$ cat src/rtl/mmwd_map.vh
`ifndef MMWD_MAP_VH
`define MMWD_MAP_VH
// ----------------------------------------
// Memory map, word addresses (22 bits)
// ----------------------------------------
`define MMWD_A_VEC_END   22'h000040
`define MMWD_A_SRAM1     22'h000400
`define MMWD_A_PF0       22'h000800
`define MMWD_A_IRQVEC    22'h000D00
`define MMWD_A_PF0B      22'h000E00
`define MMWD_A_ACCREG    22'h001400
`define MMWD_A_MSG_A2C   22'h001480
`define MMWD_A_MSG_C2A   22'h001500
`define MMWD_A_PF0C      22'h001580
`define MMWD_A_PF0_END   22'h002000
`define MMWD_A_PF1       22'h006000
`define MMWD_A_PF3       22'h006400
`define MMWD_A_PF1B      22'h006A00
`define MMWD_A_PF2       22'h007000
`define MMWD_A_LRA       22'h008000
`define MMWD_A_LRB       22'h008800
`define MMWD_A_LRC       22'h008C00
`define MMWD_A_LR_END    22'h009000
`define MMWD_A_OTP       22'h3D7800
`define MMWD_A_OTP_END   22'h3D8000
`define MMWD_A_FL_C      22'h3F4000
`define MMWD_A_FL_B      22'h3F6000
`define MMWD_A_FL_A      22'h3F7000
`define MMWD_A_PWD       22'h3F7FF8
`define MMWD_A_ROM1      22'h3F8000
`define MMWD_A_ROM2      22'h3F8400
`define MMWD_A_ROM_END   22'h3F8800
`define MMWD_A_BOOT      22'h3FD000
// Write-protected windows inside frame zero
`define MMWD_A_WP0       22'h000880
`define MMWD_A_WP0_END   22'h000988
`define MMWD_A_WP1       22'h000A80
`define MMWD_A_WP1_END   22'h000AE0
`define MMWD_A_WP2       22'h000B80
`define MMWD_A_WP2_END   22'h000BF0
// ----------------------------------------
// Region codes
// ----------------------------------------
`define MMWD_RG_NONE     5'h00
`define MMWD_RG_SRAM0    5'h01
`define MMWD_RG_SRAM1    5'h02
`define MMWD_RG_PF0      5'h03
`define MMWD_RG_IRQVEC   5'h04
`define MMWD_RG_ACCREG   5'h05
`define MMWD_RG_MSG_A2C  5'h06
`define MMWD_RG_MSG_C2A  5'h07
`define MMWD_RG_PF1      5'h08
`define MMWD_RG_PF2      5'h09
`define MMWD_RG_PF3      5'h0A
`define MMWD_RG_LRA      5'h0B
`define MMWD_RG_LRB      5'h0C
`define MMWD_RG_LRC      5'h0D
`define MMWD_RG_OTP      5'h0E
`define MMWD_RG_FL_C     5'h0F
`define MMWD_RG_FL_B     5'h10
`define MMWD_RG_FL_A     5'h11
`define MMWD_RG_ROM1     5'h12
`define MMWD_RG_ROM2     5'h13
`define MMWD_RG_BOOT     5'h14
// ----------------------------------------
// Configuration registers, byte offsets
// ----------------------------------------
`define MMWD_OFS_CTRL    8'h00
`define MMWD_OFS_WAIT    8'h04
`define MMWD_OFS_STAT    8'h08
`define MMWD_CTRL_RST    5'h1C
`define MMWD_WAIT_RST    12'hFFF
// ----------------------------------------
// Wait and stall counts, cycles
// ----------------------------------------
`define MMWD_W_PF_RD     5'h02
`define MMWD_W_PWD       5'h10
`define MMWD_W_MIN_RND   5'h01
`define MMWD_W_MIN_OTP   5'h01
`define MMWD_W_STALL     5'h01
`endif

$ cat src/rtl/mmwd_region_decode.v
`timescale 1ns/10ps
`include "mmwd_map.vh"
module mmwd_region_decode (
	input  wire [21:0] addr,
	input  wire        progSpace,
	input  wire        vectorMapSelect,
	input  wire        irqExpansionEnable,
	output reg  [4:0]  region,
	output reg         writeProt
);
	// ----------------------------------------
	// Range test
	// ----------------------------------------
	function inRange;
		input [21:0] a;
		input [21:0] lo;
		input [21:0] hi;
		begin
			inRange = (a >= lo) && (a < hi);
		end
	endfunction

	// Region select; frames answer data space only
	always @*
	begin
		region = `MMWD_RG_NONE;
		if (addr < `MMWD_A_VEC_END)
			region = vectorMapSelect ? `MMWD_RG_NONE : `MMWD_RG_SRAM0;
		else if (addr < `MMWD_A_SRAM1)
			region = `MMWD_RG_SRAM0;
		else if (addr < `MMWD_A_PF0)
			region = `MMWD_RG_SRAM1;
		else if (progSpace && inRange(addr, `MMWD_A_PF0, `MMWD_A_LRA))
			region = `MMWD_RG_NONE;
		else if (inRange(addr, `MMWD_A_IRQVEC, `MMWD_A_PF0B))
		begin
			if (vectorMapSelect && irqExpansionEnable)
				region = `MMWD_RG_IRQVEC;
		end
		else if (inRange(addr, `MMWD_A_ACCREG, `MMWD_A_MSG_A2C))
			region = `MMWD_RG_ACCREG;
		else if (inRange(addr, `MMWD_A_MSG_A2C, `MMWD_A_MSG_C2A))
			region = `MMWD_RG_MSG_A2C;
		else if (inRange(addr, `MMWD_A_MSG_C2A, `MMWD_A_PF0C))
			region = `MMWD_RG_MSG_C2A;
		else if (inRange(addr, `MMWD_A_PF0, `MMWD_A_PF0_END))
			region = `MMWD_RG_PF0;
		else if (inRange(addr, `MMWD_A_PF3, `MMWD_A_PF1B))
			region = `MMWD_RG_PF3;
		else if (inRange(addr, `MMWD_A_PF1, `MMWD_A_PF2))
			region = `MMWD_RG_PF1;
		else if (inRange(addr, `MMWD_A_PF2, `MMWD_A_LRA))
			region = `MMWD_RG_PF2;
		else if (inRange(addr, `MMWD_A_LRA, `MMWD_A_LRB))
			region = `MMWD_RG_LRA;
		else if (inRange(addr, `MMWD_A_LRB, `MMWD_A_LRC))
			region = `MMWD_RG_LRB;
		else if (inRange(addr, `MMWD_A_LRC, `MMWD_A_LR_END))
			region = `MMWD_RG_LRC;
		else if (inRange(addr, `MMWD_A_OTP, `MMWD_A_OTP_END))
			region = `MMWD_RG_OTP;
		else if (inRange(addr, `MMWD_A_FL_C, `MMWD_A_FL_B))
			region = `MMWD_RG_FL_C;
		else if (inRange(addr, `MMWD_A_FL_B, `MMWD_A_FL_A))
			region = `MMWD_RG_FL_B;
		else if (inRange(addr, `MMWD_A_FL_A, `MMWD_A_ROM1))
			region = `MMWD_RG_FL_A;
		else if (inRange(addr, `MMWD_A_ROM1, `MMWD_A_ROM2))
			region = `MMWD_RG_ROM1;
		else if (inRange(addr, `MMWD_A_ROM2, `MMWD_A_ROM_END))
			region = `MMWD_RG_ROM2;
		else if (addr >= `MMWD_A_BOOT)
			region = `MMWD_RG_BOOT;
	end

	// Protected windows in frame zero; timers and expansion stay open
	always @*
	begin
		writeProt = !progSpace &&
			(inRange(addr, `MMWD_A_WP0, `MMWD_A_WP0_END) ||
			inRange(addr, `MMWD_A_WP1, `MMWD_A_WP1_END) ||
			inRange(addr, `MMWD_A_WP2, `MMWD_A_WP2_END) ||
			inRange(addr, `MMWD_A_ACCREG, `MMWD_A_MSG_A2C));
	end
endmodule // mmwd_region_decode

$ cat src/rtl/mmwd_decoder.v
// Implementation choices: register access over AXI4-Lite and the address map.
`timescale 1ns/10ps
`include "mmwd_map.vh"
// Behaviour
// Flash 16K words ends at 0x3F7FFF
// Sectors C 8K, B 4K, A 4K
// Zone ROMs at 0x3F8000 and 0x3F8400
// Vector RAM needs map select and expansion
// Low vector area only when map select 0
// Protected write then read kept in order
// Ordering per frame, on at reset
// Frame one 0/2 waits plus ready
// Back-to-back frame one writes stall once
// Frame two 0/2 waits, ready ignored
// Frame three 0/2 waits plus ready
// RAMs, frame zero, ROMs zero waits
// OTP waits programmed, at least one
// Flash paged/random waits, random at least one
// Password locations always sixteen waits
// Protected writes dropped until unlocked
// Frame zero protected windows listed
// Message RAMs drop wrong-side writes
// Frame zero takes 16 and 32 bit
// Frame buses; accelerator reaches frame three
// Timers and expansion registers unprotected
// Frames one, three, two placement
// Local RAM blocks placement
// Frames answer data space only
// Reserved space: writes dropped, reads zero
module mmwd_decoder (
	input  wire        clk_sys,
	input  wire        reset,
	input  wire [7:0]  awaddr,
	input  wire        awvalid,
	output reg         awready,
	input  wire [31:0] wdata,
	input  wire [3:0]  wstrb,
	input  wire        wvalid,
	output reg         wready,
	output reg  [1:0]  bresp,
	output reg         bvalid,
	input  wire        bready,
	input  wire [7:0]  araddr,
	input  wire        arvalid,
	output reg         arready,
	output reg  [31:0] rdata,
	output reg  [1:0]  rresp,
	output reg         rvalid,
	input  wire        rready,
	input  wire        protectUnlockInstr,
	input  wire        protectRelockInstr,
	input  wire        cpuReq,
	input  wire        cpuWrite,
	input  wire        cpuProg,
	input  wire        cpuWide,
	input  wire        cpuAccel,
	input  wire [21:0] cpuAddr,
	input  wire [31:0] cpuWdata,
	output reg         cpuDone,
	output reg  [31:0] cpuRdata,
	output reg         tgtReq,
	output reg         tgtWrite,
	output reg         tgtWide,
	output reg  [4:0]  tgtRegion,
	output reg  [21:0] tgtAddr,
	output reg  [31:0] tgtWdata,
	input  wire [31:0] tgtRdata,
	input  wire        tgtReady
);
	localparam ST_IDLE = 1'b0;
	localparam ST_WAIT = 1'b1;

	reg        state_r;
	reg [4:0]  cnt_r;
	reg        needRdy_r;
	reg        discard_r;
	reg        doneDly_r;
	reg        prevOrdWr_r;
	reg [21:0] prevAddr_r;
	reg        prevPf1Wr_r;
	reg [18:0] lastPage_r;
	reg        pageValid_r;
	reg        unlocked_r;
	reg [4:0]  ctrl_r;
	reg [11:0] wait_r;
	reg [4:0]  lastRegion_r;
	reg        blocked_r;

	wire [4:0] decRegion;
	wire       decProt;
	wire       vectorMapSelect    = ctrl_r[0];
	wire       irqExpansionEnable = ctrl_r[1];

	// ----------------------------------------
	// Region decode
	// ----------------------------------------
	mmwd_region_decode uDecode (
		.addr               (cpuAddr),
		.progSpace          (cpuProg),
		.vectorMapSelect    (vectorMapSelect),
		.irqExpansionEnable (irqExpansionEnable),
		.region             (decRegion),
		.writeProt          (decProt)
	);

	// Clamp a programmed count to a floor
	function [4:0] atLeast;
		input [3:0] v;
		input [4:0] floor;
		begin
			atLeast = ({1'b0, v} < floor) ? floor : {1'b0, v};
		end
	endfunction

	// Frame ordering enable for a region
	function ordered;
		input [4:0] rg;
		input [4:0] ctl;
		begin
			ordered = (rg == `MMWD_RG_PF1 && ctl[2]) ||
				(rg == `MMWD_RG_PF2 && ctl[3]) ||
				(rg == `MMWD_RG_PF3 && ctl[4]);
		end
	endfunction

	// ----------------------------------------
	// Access classification
	// ----------------------------------------
	wire isFlash = (decRegion == `MMWD_RG_FL_C) || (decRegion == `MMWD_RG_FL_B) ||
		(decRegion == `MMWD_RG_FL_A);
	wire isPwd   = isFlash && (cpuAddr >= `MMWD_A_PWD);
	wire isPf    = (decRegion == `MMWD_RG_PF1) || (decRegion == `MMWD_RG_PF2) ||
		(decRegion == `MMWD_RG_PF3);
	wire isMsg   = (decRegion == `MMWD_RG_MSG_A2C) || (decRegion == `MMWD_RG_MSG_C2A);
	// Accelerator sees frame three and the message RAMs only
	wire [4:0] region = (cpuAccel && decRegion != `MMWD_RG_PF3 && !isMsg) ?
		`MMWD_RG_NONE : decRegion;
	wire paged = pageValid_r && (lastPage_r == cpuAddr[21:3]);
	wire dropWr = cpuWrite && (
		(decProt && !unlocked_r) ||
		(!cpuAccel && decRegion == `MMWD_RG_MSG_A2C) ||
		(cpuAccel && decRegion == `MMWD_RG_MSG_C2A));
	wire ordWr   = cpuWrite && ordered(region, ctrl_r);
	wire ordStall = !cpuWrite && prevOrdWr_r && ordered(region, ctrl_r) &&
		(cpuAddr != prevAddr_r);
	wire pf1Stall = cpuWrite && region == `MMWD_RG_PF1 && prevPf1Wr_r && doneDly_r;

	// Wait count for the decoded access
	reg [4:0] waits;
	always @*
	begin
		waits = 5'h00;
		if (isPwd)
			waits = `MMWD_W_PWD;
		else if (isFlash)
			waits = paged ? {1'b0, wait_r[3:0]} :
				atLeast(wait_r[7:4], `MMWD_W_MIN_RND);
		else if (region == `MMWD_RG_OTP)
			waits = atLeast(wait_r[11:8], `MMWD_W_MIN_OTP);
		else if (isPf && !cpuWrite)
			waits = `MMWD_W_PF_RD;
		if (ordStall || pf1Stall)
			waits = waits + `MMWD_W_STALL;
	end

	wire accept = (state_r == ST_IDLE) && cpuReq && !cpuDone;
	wire noTarget = (region == `MMWD_RG_NONE) || dropWr;
	wire finish = (state_r == ST_WAIT) && (cnt_r == 5'h00) &&
		(!needRdy_r || tgtReady);

	// ----------------------------------------
	// Access sequencer
	// ----------------------------------------
	// Request is not sampled while done is high, so a request dropped on seeing done is never taken twice
	always @(posedge clk_sys)
	begin
		if (reset)
		begin
			state_r     <= ST_IDLE;
			cnt_r       <= 5'h00;
			needRdy_r   <= 1'b0;
			discard_r   <= 1'b0;
			cpuDone     <= 1'b0;
			cpuRdata    <= 32'h00000000;
			tgtReq      <= 1'b0;
			tgtWrite    <= 1'b0;
			tgtWide     <= 1'b0;
			tgtRegion   <= 5'h00;
			tgtAddr     <= 22'h000000;
			tgtWdata    <= 32'h00000000;
			doneDly_r   <= 1'b0;
			prevOrdWr_r <= 1'b0;
			prevAddr_r  <= 22'h000000;
			prevPf1Wr_r <= 1'b0;
			lastPage_r  <= 19'h00000;
			pageValid_r <= 1'b0;
			lastRegion_r <= 5'h00;
			blocked_r   <= 1'b0;
		end
		else
		begin
			tgtReq    <= 1'b0;
			cpuDone   <= 1'b0;
			doneDly_r <= cpuDone;
			case (state_r)
				ST_IDLE:
				begin
					if (accept)
					begin
						state_r   <= ST_WAIT;
						cnt_r     <= waits;
						discard_r <= noTarget;
						// Frame two never stretches on ready
						needRdy_r <= !noTarget && (region == `MMWD_RG_PF1 ||
							region == `MMWD_RG_PF3);
						tgtReq    <= !noTarget;
						tgtWrite  <= cpuWrite;
						// Frame two is the narrow bus; frame zero takes either width
						tgtWide   <= cpuWide && region != `MMWD_RG_PF2;
						tgtRegion <= region;
						tgtAddr   <= cpuAddr;
						tgtWdata  <= cpuWdata;
						prevOrdWr_r <= ordWr && !noTarget;
						prevAddr_r  <= cpuAddr;
						prevPf1Wr_r <= cpuWrite && region == `MMWD_RG_PF1;
						lastRegion_r <= region;
						if (dropWr)
							blocked_r <= 1'b1;
						if (isFlash)
						begin
							lastPage_r  <= cpuAddr[21:3];
							pageValid_r <= 1'b1;
						end
						else
							pageValid_r <= 1'b0;
					end
				end
				ST_WAIT:
				begin
					if (cnt_r != 5'h00)
						cnt_r <= cnt_r - 5'h01;
					else if (finish)
					begin
						state_r  <= ST_IDLE;
						cpuDone  <= 1'b1;
						cpuRdata <= (discard_r || tgtWrite) ? 32'h00000000 : tgtRdata;
					end
				end
				default:
					state_r <= ST_IDLE;
			endcase
		end
	end

	// Unlock state follows the unlock and relock instructions
	always @(posedge clk_sys)
	begin
		if (reset)
			unlocked_r <= 1'b0;
		else if (protectRelockInstr)
			unlocked_r <= 1'b0;
		else if (protectUnlockInstr)
			unlocked_r <= 1'b1;
	end

	// ----------------------------------------
	// Configuration bus slave
	// ----------------------------------------
	// Address and data are taken together; simpler and still legal for the bus
	always @(posedge clk_sys)
	begin
		if (reset)
		begin
			awready <= 1'b0;
			wready  <= 1'b0;
			bvalid  <= 1'b0;
			bresp   <= 2'b00;
			ctrl_r  <= `MMWD_CTRL_RST;
			wait_r  <= `MMWD_WAIT_RST;
		end
		else
		begin
			awready <= 1'b0;
			wready  <= 1'b0;
			if (bvalid && bready)
				bvalid <= 1'b0;
			if (!awready && !bvalid && awvalid && wvalid)
			begin
				awready <= 1'b1;
				wready  <= 1'b1;
				bvalid  <= 1'b1;
				bresp   <= 2'b00;
				if (awaddr == `MMWD_OFS_CTRL)
				begin
					if (wstrb[0])
						ctrl_r <= wdata[4:0];
				end
				else if (awaddr == `MMWD_OFS_WAIT)
				begin
					if (wstrb[0])
						wait_r[7:0] <= wdata[7:0];
					if (wstrb[1])
						wait_r[11:8] <= wdata[11:8];
				end
				else if (awaddr != `MMWD_OFS_STAT)
					bresp <= 2'b10;
			end
		end
	end

	// Read channel; status shows live sequencer state
	always @(posedge clk_sys)
	begin
		if (reset)
		begin
			arready <= 1'b0;
			rvalid  <= 1'b0;
			rdata   <= 32'h00000000;
			rresp   <= 2'b00;
		end
		else
		begin
			arready <= 1'b0;
			if (rvalid && rready)
				rvalid <= 1'b0;
			if (!arready && !rvalid && arvalid)
			begin
				arready <= 1'b1;
				rvalid  <= 1'b1;
				rresp   <= 2'b00;
				if (araddr == `MMWD_OFS_CTRL)
					rdata <= {27'h0000000, ctrl_r};
				else if (araddr == `MMWD_OFS_WAIT)
					rdata <= {20'h00000, wait_r};
				else if (araddr == `MMWD_OFS_STAT)
					rdata <= {19'h00000, lastRegion_r, 5'h00, blocked_r, state_r,
						unlocked_r};
				else
				begin
					rdata <= 32'h00000000;
					rresp <= 2'b10;
				end
			end
		end
	end
endmodule // mmwd_decoder

$ cat config.mk
export PLATFORM = sky130hd
export DESIGN_NAME = mmwd_decoder
export DESIGN_NICKNAME = d
export VERILOG_FILES = /design/src/rtl/mmwd_region_decode.v /design/src/rtl/mmwd_decoder.v
export VERILOG_INCLUDE_DIRS = /design/src /design/src/rtl
export SDC_FILE = /design/constraint.sdc
export NUM_CORES = 1
export LEC_CHECK = 0
export ABC_AREA = 1
export BUFFER_PORTS_ARGS = -buffer_cell sky130_fd_sc_hd__clkbuf_2
export CAP_MARGIN = 5
export CORE_ASPECT_RATIO = 0.9
export CORE_MARGIN = 2
export CORE_UTILIZATION = 45
export DETAILED_ROUTE_END_ITERATION = 6
export GPL_ROUTABILITY_DRIVEN = 1
export PLACE_DENSITY = 0.73
export SYNTH_ARGS = -nofsm -noshare
export SYNTH_HDL_FRONTEND = slang
export SYNTH_HIERARCHICAL = 1
export SYNTH_SLANG_ARGS = --single-unit
$ cat constraint.sdc
create_clock -name clk_sys -period 3.1 [get_ports clk_sys]
set_input_delay 0.62 -clock clk_sys [delete_from_list [all_inputs] [get_ports clk_sys]]
set_output_delay 0.62 -clock clk_sys [all_outputs]
set_load 0.01 [all_outputs]
==> results.py <==
metrics = {
    "run_status": {
        "status": "finished, final reports clean",
    },
    "clock_tree": {
        "tritoncts": "built",
        "h-tree-depth": 4,
        "clkLatencyLatePin_ns": 0.43,
        "clk_pin_slew_ns": 0.06,
        "cts-hold-fix-buffers": 0,
        "cts.sinks": 164,
        "cts-root-buf": "clkbuf_16",
        "cts_buffer_depth": 2,
        "numCtsBuffers": 17,
    },
    "detailed_routing": {
        "antenna_left": 0,
        "post_drt_wl_per_cell_um": 13.5,
        "via_count": 8632,
        "drtIter0Drc": 561,
        "detail_route.first_pass.iterations": 5,
        "drc_errors": 0,
        "routed_wl_um": 23500,
        "viasPerCell": 4.96,
    },
    "sta": {
        "rsz0062_at_grt": "false",
        "max_freq_ghz": 0.338,
        "hold_viol": 0,
        "setup_viol": 0,
        "finalClockSkew_ns": 0.0129,
        "tightest_slew_ns": 0.817,
        "maxSlewViolCount": 0,
        "slew-limit-headroom_pct": 45.5,
        "final.setup.tns_ns": 0,
        "period_minus_slack_ns": 2.96,
        "timing.final.crit_share_pct": 95.3,
    },
    "synth": {
        "syn_inst": 1190,
        "ys.flop_type": "dfxtp_1",
        "synth_seq_area_share_pct": 40.6,
        "synth.ff_latch_count": 164,
        "synthDistinctLibCells": 45,
        "synth_area_um2": 8080,
        "ys_warn_count": 6,
        "synth.avg_cell_area_um2": 6.79,
        "async_flop_share_pct": 0,
        "synth_edf_count": 0,
    },
    "placed_design": {
        "place_inst": 1704,
        "gp_congestion": 0.922,
        "dpl_cell_area_um2": 9940,
        "dp_hpwl_um": 17300,
        "port_buffers": 245,
    },
    "grt": {
        "grt_pass1_vias": 7920,
        "grt_max_degree": 85,
        "antenna_found_initial": 1,
        "grt-ovfl-total": 0,
        "grt_pass1_wl_um": 38800,
        "globalRouteTotalUtil_pct": 24.5,
    },
    "layout": {
        "area_growth_pct": 32.2,
        "nFillCells": 1660,
        "layout-drive-gt1-share_pct": 28.7,
        "nets": 1643,
        "fin_cells": 1741,
        "final_cell_mix": "nand2_1 (320), clkbuf_2 (242), dfxtp_1 (164)",
        "stdcell_area_um2": 10700,
        "layout_commonest_cell": "nand2_1",
    },
    "critical_path": {
        "path_class": "in2reg",
        "cp_slowest_cell": "or2_1",
        "crit_arrival_ns": 3.24,
        "reg2reg_to": "cnt_r[1]",
        "critPathLaunchType": "input port",
        "critPathMaxFanout": 6,
        "cp_common_cell": "nand2_1",
        "worstRegToRegCells": 18,
        "slowest_delay_ns": 0.24,
        "crit_path_end_kind": "register",
        "crit_buf_inv": 6,
        "rr_startpoint": "ctrl_r[0]",
        "required_ns": 3.39,
        "r2r_slack_ns": 0.64,
        "path_delay_family": "simple AND/OR/NAND/NOR gates",
    },
    "job": {
        "max_cap_viol_count": 0,
    },
    "floorplan": {
        "initial_utilization_pct": 45.9,
        "die_w_um": 145,
        "std_cell_rows": 46,
        "pin_count": 289,
        "fp.coreArea_um2": 17600,
        "die_h_um": 131,
        "die_area_um2": 19100,
    },
    "worst_hold_path": {
        "hp-class": "in2reg",
        "whs_endpoint": "unlocked_r",
        "min_from": "protectRelockInstr",
        "min_path_cells": 2,
    },
    "power": {
        "cellLeakagePower_nw": 5.35,
        "p_per_area_nw_per_um2": 506,
        "ir_drop_uv": 365,
    },
}
-- sequential cells by signal, summed over array words and instances (netlist names), 5 cells and up --
name and flops:
cpuRdata 32, tgtWdata 32, prevAddr_r 22, lastPage_r 19
rdata 13, wait_r 12, cnt_r 5, ctrl_r 5
lastRegion_r 5
-- cells by family (layout without fill, tap and decap cells) --
| logic type | Yosys count | count (layout) | share of synthesized area (%) |
|---|---|---|---|
| compound gates | 204 | 204 | 13.8 |
| buf+inv | 206 | 496 | 11.0 |
| other cells | 1 | 22 | 0.0464 |
| xor+xnor | 13 | 13 | 1.41 |
| simple gates | 599 | 599 | 32.7 |
| flops | 164 | 164 | 40.6 |
| fa+ha+maj | 3 | 3 | 0.464 |
-- layer usage --
| layer | track usage (%) | wire length (µm) |
|---|---|---|
| met5 | 0 | 0 |
| met4 | 6.05 | 355 |
| met3 | 5.59 | 1410 |
| met2 | 40.2 | 11000 |
| met1 | 32.7 | 10800 |
-- cell usage after synthesis (12+ instances only) --
library cell,number,area (µm²)
nor2_1,83,312
nand3_1,121,606
inv_2,12,45.0
buf_2,14,70.1
clkbuf_1,31,116
inv_1,116,435
buf_4,23,173
o21ai_0,58,290
dfxtp_1,164,3280
a21oi_1,107,536
nand2_1,323,1210
nand4_1,27,169
-- layout make-up --
type	count	area [µm²]	area share (%)
clock inverter	15	165	1.55
timing repair buffer	331	1910	17.9
sequential	164	3280	30.7
inverter	133	502	4.70
clock buffer	17	425	3.98
antenna	1	2.50	0.0234
multi-input combinational	840	4100	38.3
tap	240	300	2.81
-- stage by stage --
stage | hold slack [ns] | util, % | power, mW | setup slack (ns)
after global routing | 0.348 | 60.7 | 5.68 | 0.00184
after floorplan | 0.429 | - | 2.94 | 0.0280
after detailed placement | 0.437 | 56.5 | 3.33 | -0.412
final | 0.361 | 60.7 | 5.41 | 0.144
after global placement | 0.432 | 56.5 | 3.31 | -0.306
after CTS | 0.347 | 59.8 | 5.46 | 0.0201
-- timing repair --
action,4_1_cts,5_1_grt
setup endpoints to repair,0,5
buffers inserted,0,4
resized for setup,0,30
-- power breakdown --
group | internal (mW) | switching [mW]
Combinational | 0.353 | 0.600
Clock | 1.15 | 0.972
Sequential | 2.25 | 0.0910
-- worst max path at each step --
stage | startpoint | to | depth (start not counted)
2_1_floorplan | cpuAddr[18] | cnt_r[1] | 22
3_3_place_gp | cpuAddr[21] | cnt_r[1] | 23
3_5_place_dp | cpuAddr[21] | cnt_r[1] | 23
4_1_cts | cpuAddr[21] | cnt_r[1] | 23
5_1_grt | cpuAddr[16] | cnt_r[1] | 25
6_report | cpuAddr[16] | cnt_r[1] | 26
No activity file was read; power rests on OpenSTA's default activity.
